File: src/common/cpu_decode_pkg.sv
// constants and types shared by the opcode decoder
package cpu_decode_pkg;
  localparam logic [7:0] OP_IDX_TO_SP = 8'h94;
  localparam logic [7:0] OP_WAIT_INT = 8'h8f;
  localparam logic [7:0] OP_PAGE2 = 8'h9e;
  localparam logic [7:0] OP_BSR = 8'had;
  localparam logic [7:0] OP_PUSH_A = 8'h87;
  localparam logic [7:0] OP_PUSH_X = 8'h89;
  localparam logic [7:0] OP_PUSH_H = 8'h8b;
  localparam logic [7:0] OP_POP_A = 8'h86;
  localparam logic [7:0] OP_POP_X = 8'h88;
  localparam logic [7:0] OP_POP_H = 8'h8a;
  localparam logic [7:0] OP_IMM16_LD = 8'h45;
  localparam logic [7:0] OP_IMM16_CP = 8'h65;
  localparam logic [7:0] OP_EMPTY_A = 8'h8d;
  localparam logic [7:0] OP_EMPTY_B = 8'hac;
  localparam logic [3:0] COL_BRBIT = 4'h0;
  localparam logic [3:0] COL_BITDIR = 4'h1;
  localparam logic [3:0] COL_REL = 4'h2;
  localparam logic [3:0] COL_RMW_DIR = 4'h3;
  localparam logic [3:0] COL_RMW_IX1 = 4'h6;
  localparam logic [3:0] COL_REG_DIR = 4'hb;
  localparam logic [3:0] COL_REG_IX1 = 4'he;
  localparam logic [7:0] VEC_PAGE = 8'hff;
  localparam logic [7:0] DIR_PAGE = 8'h00;
  localparam logic [7:0] VEC_RESET_IDX = 8'hfe;
  localparam logic [7:0] VEC_WAKE_IDX = 8'hfa;
  localparam logic [15:0] SP_RESET = 16'h00ff;
  localparam logic [15:0] ONE16 = 16'h0001;
  localparam logic [7:0] BIT0_MASK = 8'h01;
  typedef enum logic [2:0] {
    CYC_FREE, CYC_FETCH, CYC_READ, CYC_WRITE, CYC_PUSH, CYC_POP, CYC_VECTOR, CYC_HALT
  } bus_cycle_t;
  typedef enum logic [3:0] {
    S_FETCH, S_OPR1, S_OPR2, S_FREE, S_WAIT, S_PUSH, S_POP, S_VEC_HI, S_VEC_LO
  } seq_state_t;
  typedef enum logic [2:0] {M_NONE, M_REL, M_DIR, M_IX1, M_BITREL, M_IMM16} opr_mode_t;
endpackage : cpu_decode_pkg

File: src/hw/cpu_opcode_decoder.sv
// opcode decode and bus-cycle sequencing for the 8-bit core
//
// Overview of operation
// - 94 loads stack pointer with index minus one
// - 8F clears mask, halts until interrupt
// - free cycle is one bus read cycle
// - program fetch reads next sequential program byte
// - push writes one byte, stack pointer adjusts
// - pop reads one byte, stack pointer adjusts
// - vectors read from top page, high first
// - relative offset signed, added to next instruction
// - direct address has zero upper byte
// - byte index offset zero-extended onto index pair
// - bit number field selects bit 0-7
// - two immediate bytes form one 16-bit operand
// - prebyte 9E selects second opcode page
`timescale 1ns/1ps
`default_nettype none
module cpu_opcode_decoder (
  input wire logic core_clk,
  input wire logic rst_n,
  input wire logic [7:0] rd_data,
  input wire logic irq_req,
  input wire logic [15:0] index_pair,
  input wire logic [7:0] push_data,
  output logic [15:0] bus_addr_q,
  output cpu_decode_pkg::bus_cycle_t bus_cycle_q,
  output logic bus_rd_q,
  output logic bus_wr_q,
  output logic [7:0] bus_wdata_q,
  output logic [7:0] opcode_q,
  output logic page2_q,
  output logic [15:0] stack_pointer_q,
  output logic int_mask_q,
  output logic halted_q,
  output logic illegal_rst_q,
  output logic decode_done_q,
  output logic [15:0] eff_addr_q,
  output logic [15:0] branch_target_q,
  output logic [7:0] bit_mask_q,
  output logic [15:0] imm16_q,
  output logic [7:0] pop_data_q
);
  cpu_decode_pkg::seq_state_t state_q, state_d;
  cpu_decode_pkg::opr_mode_t mode_q, mode_d, mode_dec;
  cpu_decode_pkg::bus_cycle_t cyc_d;
  logic [15:0] pc_q, pc_d, sp_d, eff_d, tgt_d, imm_d, addr_d;
  logic [7:0] op_d, bm_d, hi_q, hi_d, vhi_q, vhi_d, vidx_q, vidx_d, pop_d, wd_d;
  logic pg2_d, mask_d, ill_d, done_d, wait_q, wait_d;

  // opcode classification of the byte on the read bus
  wire [3:0] col = rd_data[7:4];
  wire page1 = !page2_q;
  wire is_prebyte = page1 && (rd_data == cpu_decode_pkg::OP_PAGE2);
  wire is_txs = page1 && (rd_data == cpu_decode_pkg::OP_IDX_TO_SP);
  wire is_wait = page1 && (rd_data == cpu_decode_pkg::OP_WAIT_INT);
  wire is_illegal = page1 && (rd_data == cpu_decode_pkg::OP_EMPTY_A
    || rd_data == cpu_decode_pkg::OP_EMPTY_B);
  wire is_push = page1 && (rd_data == cpu_decode_pkg::OP_PUSH_A
    || rd_data == cpu_decode_pkg::OP_PUSH_X || rd_data == cpu_decode_pkg::OP_PUSH_H);
  wire is_pop = page1 && (rd_data == cpu_decode_pkg::OP_POP_A
    || rd_data == cpu_decode_pkg::OP_POP_X || rd_data == cpu_decode_pkg::OP_POP_H);
  wire is_imm16 = (rd_data == cpu_decode_pkg::OP_IMM16_LD)
    || (rd_data == cpu_decode_pkg::OP_IMM16_CP);
  wire is_rel = (col == cpu_decode_pkg::COL_REL) || (rd_data == cpu_decode_pkg::OP_BSR);
  wire is_dir = (col == cpu_decode_pkg::COL_BITDIR) || (col == cpu_decode_pkg::COL_RMW_DIR)
    || (col == cpu_decode_pkg::COL_REG_DIR);
  wire is_ix1 = (col == cpu_decode_pkg::COL_RMW_IX1) || (col == cpu_decode_pkg::COL_REG_IX1);
  wire is_brbit = (col == cpu_decode_pkg::COL_BRBIT);
  wire is_bitop = (opcode_q[7:4] == cpu_decode_pkg::COL_BITDIR) || (opcode_q[7:4] == cpu_decode_pkg::COL_BRBIT);

  // operand form selection
  assign mode_dec = !page1 ? cpu_decode_pkg::M_NONE :
                    is_imm16 ? cpu_decode_pkg::M_IMM16 :
                    is_rel ? cpu_decode_pkg::M_REL :
                    is_brbit ? cpu_decode_pkg::M_BITREL :
                    is_dir ? cpu_decode_pkg::M_DIR :
                    is_ix1 ? cpu_decode_pkg::M_IX1 : cpu_decode_pkg::M_NONE;

  // address arithmetic for the operand forms
  wire [15:0] pc_next = pc_q + cpu_decode_pkg::ONE16;
  wire [15:0] rel_target = pc_next + {{8{rd_data[7]}}, rd_data};
  wire [15:0] dir_addr = {cpu_decode_pkg::DIR_PAGE, rd_data};
  wire [15:0] ix1_addr = index_pair + {8'h00, rd_data};
  wire [2:0] bit_sel = opcode_q[3:1];
  wire [7:0] bit_onehot = cpu_decode_pkg::BIT0_MASK << bit_sel;
  wire [15:0] sp_dec = stack_pointer_q - cpu_decode_pkg::ONE16;
  wire [15:0] sp_inc = stack_pointer_q + cpu_decode_pkg::ONE16;

  // sequencer next state
  always_comb begin
    state_d = state_q;
    pc_d = pc_q;
    sp_d = stack_pointer_q;
    mode_d = mode_q;
    op_d = opcode_q;
    pg2_d = page2_q;
    mask_d = int_mask_q;
    eff_d = eff_addr_q;
    tgt_d = branch_target_q;
    bm_d = bit_mask_q;
    imm_d = imm16_q;
    hi_d = hi_q;
    vhi_d = vhi_q;
    vidx_d = vidx_q;
    pop_d = pop_data_q;
    wd_d = bus_wdata_q;
    wait_d = wait_q;
    ill_d = 1'b0;
    done_d = 1'b0;
    case (state_q)
      cpu_decode_pkg::S_FETCH: begin
        pc_d = pc_next;
        op_d = rd_data;
        pg2_d = 1'b0;
        if (is_prebyte) begin
          pg2_d = 1'b1;
        end else if (is_illegal) begin
          ill_d = 1'b1;
          vidx_d = cpu_decode_pkg::VEC_RESET_IDX;
          state_d = cpu_decode_pkg::S_VEC_HI;
        end else if (is_txs) begin
          state_d = cpu_decode_pkg::S_FREE;
        end else if (is_wait) begin
          mask_d = 1'b0;
          wait_d = 1'b1;
          state_d = cpu_decode_pkg::S_FREE;
        end else if (is_push) begin
          wd_d = push_data;
          state_d = cpu_decode_pkg::S_PUSH;
        end else if (is_pop) begin
          state_d = cpu_decode_pkg::S_POP;
        end else if (mode_dec != cpu_decode_pkg::M_NONE) begin
          mode_d = mode_dec;
          state_d = cpu_decode_pkg::S_OPR1;
        end else begin
          done_d = 1'b1;
        end
      end
      cpu_decode_pkg::S_FREE: begin
        if (wait_q) begin
          state_d = cpu_decode_pkg::S_WAIT;
        end else begin
          sp_d = index_pair - cpu_decode_pkg::ONE16;
          done_d = 1'b1;
          state_d = cpu_decode_pkg::S_FETCH;
        end
      end
      cpu_decode_pkg::S_WAIT: begin
        if (irq_req && !int_mask_q) begin
          vidx_d = cpu_decode_pkg::VEC_WAKE_IDX;
          mask_d = 1'b1;
          wait_d = 1'b0;
          state_d = cpu_decode_pkg::S_VEC_HI;
        end
      end
      cpu_decode_pkg::S_PUSH: begin
        sp_d = sp_dec;
        done_d = 1'b1;
        state_d = cpu_decode_pkg::S_FETCH;
      end
      cpu_decode_pkg::S_POP: begin
        pop_d = rd_data;
        sp_d = sp_inc;
        done_d = 1'b1;
        state_d = cpu_decode_pkg::S_FETCH;
      end
      cpu_decode_pkg::S_VEC_HI: begin
        vhi_d = rd_data;
        state_d = cpu_decode_pkg::S_VEC_LO;
      end
      cpu_decode_pkg::S_VEC_LO: begin
        pc_d = {vhi_q, rd_data};
        state_d = cpu_decode_pkg::S_FETCH;
      end
      cpu_decode_pkg::S_OPR1: begin
        pc_d = pc_next;
        state_d = cpu_decode_pkg::S_FETCH;
        done_d = 1'b1;
        case (mode_q)
          cpu_decode_pkg::M_REL: tgt_d = rel_target;
          cpu_decode_pkg::M_DIR: begin
            eff_d = dir_addr;
            if (is_bitop) bm_d = bit_onehot;
          end
          cpu_decode_pkg::M_IX1: eff_d = ix1_addr;
          cpu_decode_pkg::M_BITREL: begin
            eff_d = dir_addr;
            bm_d = bit_onehot;
            mode_d = cpu_decode_pkg::M_REL;
            done_d = 1'b0;
            state_d = cpu_decode_pkg::S_OPR2;
          end
          cpu_decode_pkg::M_IMM16: begin
            hi_d = rd_data;
            done_d = 1'b0;
            state_d = cpu_decode_pkg::S_OPR2;
          end
          default: state_d = cpu_decode_pkg::S_FETCH;
        endcase
      end
      cpu_decode_pkg::S_OPR2: begin
        pc_d = pc_next;
        done_d = 1'b1;
        state_d = cpu_decode_pkg::S_FETCH;
        if (mode_q == cpu_decode_pkg::M_IMM16) begin
          imm_d = {hi_q, rd_data};
        end else begin
          tgt_d = rel_target;
        end
      end
      default: state_d = cpu_decode_pkg::S_FETCH;
    endcase
  end

  // address and activity code of the next bus cycle
  always_comb begin
    addr_d = pc_d;
    cyc_d = cpu_decode_pkg::CYC_FETCH;
    case (state_d)
      cpu_decode_pkg::S_FREE: cyc_d = cpu_decode_pkg::CYC_FREE;
      cpu_decode_pkg::S_WAIT: cyc_d = cpu_decode_pkg::CYC_HALT;
      cpu_decode_pkg::S_PUSH: begin
        addr_d = stack_pointer_q;
        cyc_d = cpu_decode_pkg::CYC_PUSH;
      end
      cpu_decode_pkg::S_POP: begin
        addr_d = sp_inc;
        cyc_d = cpu_decode_pkg::CYC_POP;
      end
      cpu_decode_pkg::S_VEC_HI: begin
        addr_d = {cpu_decode_pkg::VEC_PAGE, vidx_d};
        cyc_d = cpu_decode_pkg::CYC_VECTOR;
      end
      cpu_decode_pkg::S_VEC_LO: begin
        addr_d = {cpu_decode_pkg::VEC_PAGE, vidx_q[7:1], 1'b1};
        cyc_d = cpu_decode_pkg::CYC_VECTOR;
      end
      default: cyc_d = cpu_decode_pkg::CYC_FETCH;
    endcase
  end

  // bus cycle registers; reset starts with the reset vector fetch
  always_ff @(posedge core_clk or negedge rst_n) begin
    if (!rst_n) begin
      state_q <= cpu_decode_pkg::S_VEC_HI;
      bus_addr_q <= {cpu_decode_pkg::VEC_PAGE, cpu_decode_pkg::VEC_RESET_IDX};
      bus_cycle_q <= cpu_decode_pkg::CYC_VECTOR;
      bus_rd_q <= 1'b1;
      bus_wr_q <= 1'b0;
      halted_q <= 1'b0;
      vidx_q <= cpu_decode_pkg::VEC_RESET_IDX;
    end else begin
      state_q <= state_d;
      bus_addr_q <= addr_d;
      bus_cycle_q <= cyc_d;
      bus_rd_q <= (cyc_d != cpu_decode_pkg::CYC_PUSH) && (cyc_d != cpu_decode_pkg::CYC_HALT);
      bus_wr_q <= (cyc_d == cpu_decode_pkg::CYC_PUSH);
      halted_q <= (state_d == cpu_decode_pkg::S_WAIT);
      vidx_q <= vidx_d;
    end
  end

  // decode result registers
  always_ff @(posedge core_clk or negedge rst_n) begin
    if (!rst_n) begin
      {pc_q, eff_addr_q, branch_target_q, imm16_q} <= '0;
      stack_pointer_q <= cpu_decode_pkg::SP_RESET;
      {opcode_q, bit_mask_q, hi_q, vhi_q, pop_data_q, bus_wdata_q} <= '0;
      mode_q <= cpu_decode_pkg::M_NONE;
      {page2_q, wait_q, illegal_rst_q, decode_done_q} <= '0;
      int_mask_q <= 1'b1;
    end else begin
      {pc_q, eff_addr_q, branch_target_q, imm16_q} <= {pc_d, eff_d, tgt_d, imm_d};
      stack_pointer_q <= sp_d;
      {opcode_q, bit_mask_q, hi_q, vhi_q, pop_data_q, bus_wdata_q} <=
        {op_d, bm_d, hi_d, vhi_d, pop_d, wd_d};
      mode_q <= mode_d;
      {page2_q, wait_q, illegal_rst_q, decode_done_q} <= {pg2_d, wait_d, ill_d, done_d};
      int_mask_q <= mask_d;
    end
  end

  wire fetching = (state_q == cpu_decode_pkg::S_FETCH);
endmodule : cpu_opcode_decoder
`default_nettype wire

File: config.mk
export PLATFORM = sky130hd
export DESIGN_NAME = cpu_opcode_decoder
export DESIGN_NICKNAME = d
export VERILOG_FILES = /design/src/common/cpu_decode_pkg.sv /design/src/hw/cpu_opcode_decoder.sv
export SDC_FILE = /design/constraint.sdc
export NUM_CORES = 1
export LEC_CHECK = 0
export BUFFER_PORTS_ARGS = -buffer_cell sky130_fd_sc_hd__buf_2
export CAP_MARGIN = 20
export CORE_MARGIN = 2
export CORE_UTILIZATION = 55
export DETAILED_ROUTE_END_ITERATION = 10
export PLACE_DENSITY = 0.82
export RECOVER_POWER = 100
export SLEW_MARGIN = 20
export SYNTH_ARGS = -nofsm -noshare
export SYNTH_HDL_FRONTEND = slang
export SYNTH_SLANG_ARGS = --single-unit
File: constraint.sdc
create_clock -name core_clk -period 4.7 [get_ports core_clk]
set_clock_uncertainty 0.15 [all_clocks]
set_input_delay 0.705 -clock core_clk [delete_from_list [all_inputs] [get_ports core_clk]]
set_output_delay 0.705 -clock core_clk [all_outputs]
set_load 0.01 [all_outputs]
==> metrics.txt <==
status=finished with violations; failing checks=capacitance limit, slew limit; vias per cell=6.12; CP bufs+invs=3; synthesized area=9790 sq um; Logic pwr share=0.365; WP data arrival=4.27 ns; Placer Congestion=0.928; critical-path maximum fanout=11; antenna violations before repair=0; Post-DRT Antenna Nets=0; port buffer count=156; CTS Sinks=169; Worst Hold Depth=2; Post CTS Setup Buffer Count=0; Hold Fails Final Rpt=0; Layout area overhead=13.1%; Rel. slew slack=-0.737; final wirelength=26,500 um; Post-synth ARST share=1.00; share of cells above drive strength 1=0.137; I/O pin total=157; first-pass GRT wire length=42,400 um; number of diodes=0; Hold Crit Class=flip-flop to flip-flop; yosys warns=0; top achievable clock speed=245 MHz; FF+latch count, synth=169; Seq pwr share=0.405; R2R depth=9; CTS Buf Count=17; MaxCap Viol Count=2; worst slew pin tran=2.61 ns; number of global-route vias before repair=8,147; Worst setup SP type=input pin; row count=48; sw frac=0.399; final worst-path cycle share=0.870; Die ar.=18,900 sq um; setup_tns=0 ns; cell taking the most area after synthesis=dfrtp_1; DR WL/cell=18.8 um; most frequent cells in the layout=dfrtp_1 (132), nand2_1 (129), clkbuf_1 (119); largest net degree at the start of global routing=104; clock root cell=clkbuf_16; pre-CTS setup slack=0.936 ns; fin crit period=4.09 ns; Finished Cell Area=11,100 sq um; Max rail drop VDD=0.351 mV; commonest non-fill, non-tap cell in the layout=dfrtp_1; post-detail-place hpwl=18,600 um; Req. time, crit path=4.88 ns; Mapped Cells=1,051; 1st-pass router iterations=5; Cell Pwr Density=574 nW/um^2; Hold WS=0.326 ns; Congestion Overflow GR=0; crit-path most repeated cell=clkbuf_1; Worst Setup End Kind=flip-flop; worst path cell trace=clkbuf_1 > clkbuf_1 > inv_1 > o311ai_0 > nand3_1 > o211ai_1 > a21boi_0 > o22ai_1 > o21a_1 > o21ai_0; critical path depth in cells=10; Top delay family on crit path=compound AO/OA/AOI/OAI gates; Longest Clk Path Bufs=2; Initial DRC Count=908; vias after detailed routing=8,601; width of the die=137 um; Tot GR Track Use=0.287; insertion delay to the later sink of the worst-skew pair=0.43 ns; Core ar.=17,400 sq um; Sw Pwr=0.00254 W; CP peak stage delay=0.71 ns; Final Max Slew Viols=120; leakage power=4.90 nW; Net Count, Synth=1,114; Worst Setup Path Type=input pin to flip-flop; Hold Buf Count CTS=0; TritonCTS clock tree=built; Final WS setup=0.611 ns; post-CTS sizing=0; Synth top area share=0.337; clock share of power=0.230; top_reg_cell synth=dfrtp_1; Final setup viols=0; post-synthesis cell type count=89; Internal=0.00382 W; DIE HEIGHT=137 um; RSZ-0062 raised after global routing=false; number of flops mapped to enable cells by yosys=0; slowest CP cell=a21boi_0; Seq/Total Area, Yosys=0.437; DRC=0; top post-synthesis cells by area=dfrtp_1 (34%), dfstp_2 (9.9%), nand2_1 (4.9%), o21ai_0 (4.9%), mux2_2 (4.3%); Initial Util=0.564; # nets final=1,230; Mean Syn Cell Area=9.32 sq um; Placed Area=10,700 sq um; Clock transition at path regs=0.06 ns; H-tree levels=4
## metrics by stage
step | cells | power [W] | util
2_1_floorplan | 1051 | 0.00409 | -
3_3_place_gp | 1373 | 0.00489 | 0.614
3_5_place_dp | 1373 | 0.00498 | 0.614
4_1_cts | 1405 | 0.00648 | 0.650
5_1_grt | 1405 | 0.00678 | 0.638
6_report | 1405 | 0.00636 | 0.638
## routing by layer
metal,track usage,share of wire,vias to the layer above
met5,0,0,-
met4,0.0991,0.027,0
met3,0.0552,0.072,57
met2,0.456,0.47,395
met1,0.394,0.43,4122
li1,-,-,4027
## power groups by stage
stage	combinational, W	clock, W	sequential (W)
2_1_floorplan	0.00155	0	0.00254
3_3_place_gp	0.00233	0	0.00256
3_5_place_dp	0.00241	0	0.00257
4_1_cts	0.00243	0.00148	0.00256
5_1_grt	0.00260	0.00154	0.00265
6_report	0.00232	0.00146	0.00258
## kinds of logic (layout without fill, tap and decap cells)
kind of cell / Yosys count / count (layout) / synth area share
AND/OR/NAND/NOR: 386 / 386 / 0.198
adder cells (fa/ha/maj): 28 / 28 / 0.0373
flip-flops: 169 / 169 / 0.437
buffers and inverters: 87 / 216 / 0.0368
XOR/XNOR: 59 / 59 / 0.0528
multiplexers: 55 / 55 / 0.0609
AO/OA/AOI/OAI: 267 / 267 / 0.178
## final timing paths
kind	from	endpoint	slack [ns]
worst max-delay path	rd_data[7]	bus_addr_q[0]	0.61
worst min-delay path	branch_target_q[15]	branch_target_q[15]	0.33
worst max register to register	state_q[1]	stack_pointer_q[9]	0.73
worst min register to register	branch_target_q[15]	branch_target_q[15]	0.33
max in group asynchronous	rst_n	eff_addr_q[8]	1.95
min in group asynchronous	rst_n	branch_target_q[5]	0.90
## layout make-up
class                   instances  area [sq um]
clock buffers                  19           453
well taps                     225           282
inverters                      21          78.8
clock inverters                13           166
multi-input cells             795          5130
fillers                      1485          6280
flip-flops and latches        169          4280
repair buffers                163           689
## sequential cells by signal, summed over array words and instances (netlist names), 3 cells and up
register / flops
pc_q: 16
stack_pointer_q: 16
mode_q: 3
state_q: 4
vidx_q: 7
branch_target_q: 16
imm16_q: 16
opcode_q: 8
hi_q: 8
vhi_q: 8
bus_cycle_q: 3
eff_addr_q: 16
bus_addr_q: 16
bit_mask_q: 8
pop_data_q: 8
bus_wdata_q: 8
## worst reg2reg max path, stage by stage, from the launching register on
cell       delay (ns)
dfstp_1          0.90
nand4bb_1        0.21
clkbuf_1         0.91
mux2i_1          0.48
and4bb_1         0.36
o21ai_0          0.19
nor2_1           0.15
xor2_1           0.16
mux2i_1          0.10
o31ai_1          0.27
## cell usage after synthesis (11+ instances only)
cell type / n
dfstp_2: 37
mux2_2: 37
dfrtp_1: 132
xor2_1: 30
clkbuf_1: 52
inv_1: 19
nor2_1: 78
mux2i_1: 18
xnor2_1: 29
and3_1: 17
nor3_1: 29
or2_2: 12
o31ai_1: 16
nor4_1: 11
a21oi_1: 49
nand2_1: 129
nand3_1: 34
ha_1: 26
o21ai_0: 95
nand2b_1: 11
a221o_1: 11
No activity file was read; power rests on OpenSTA's default activity.
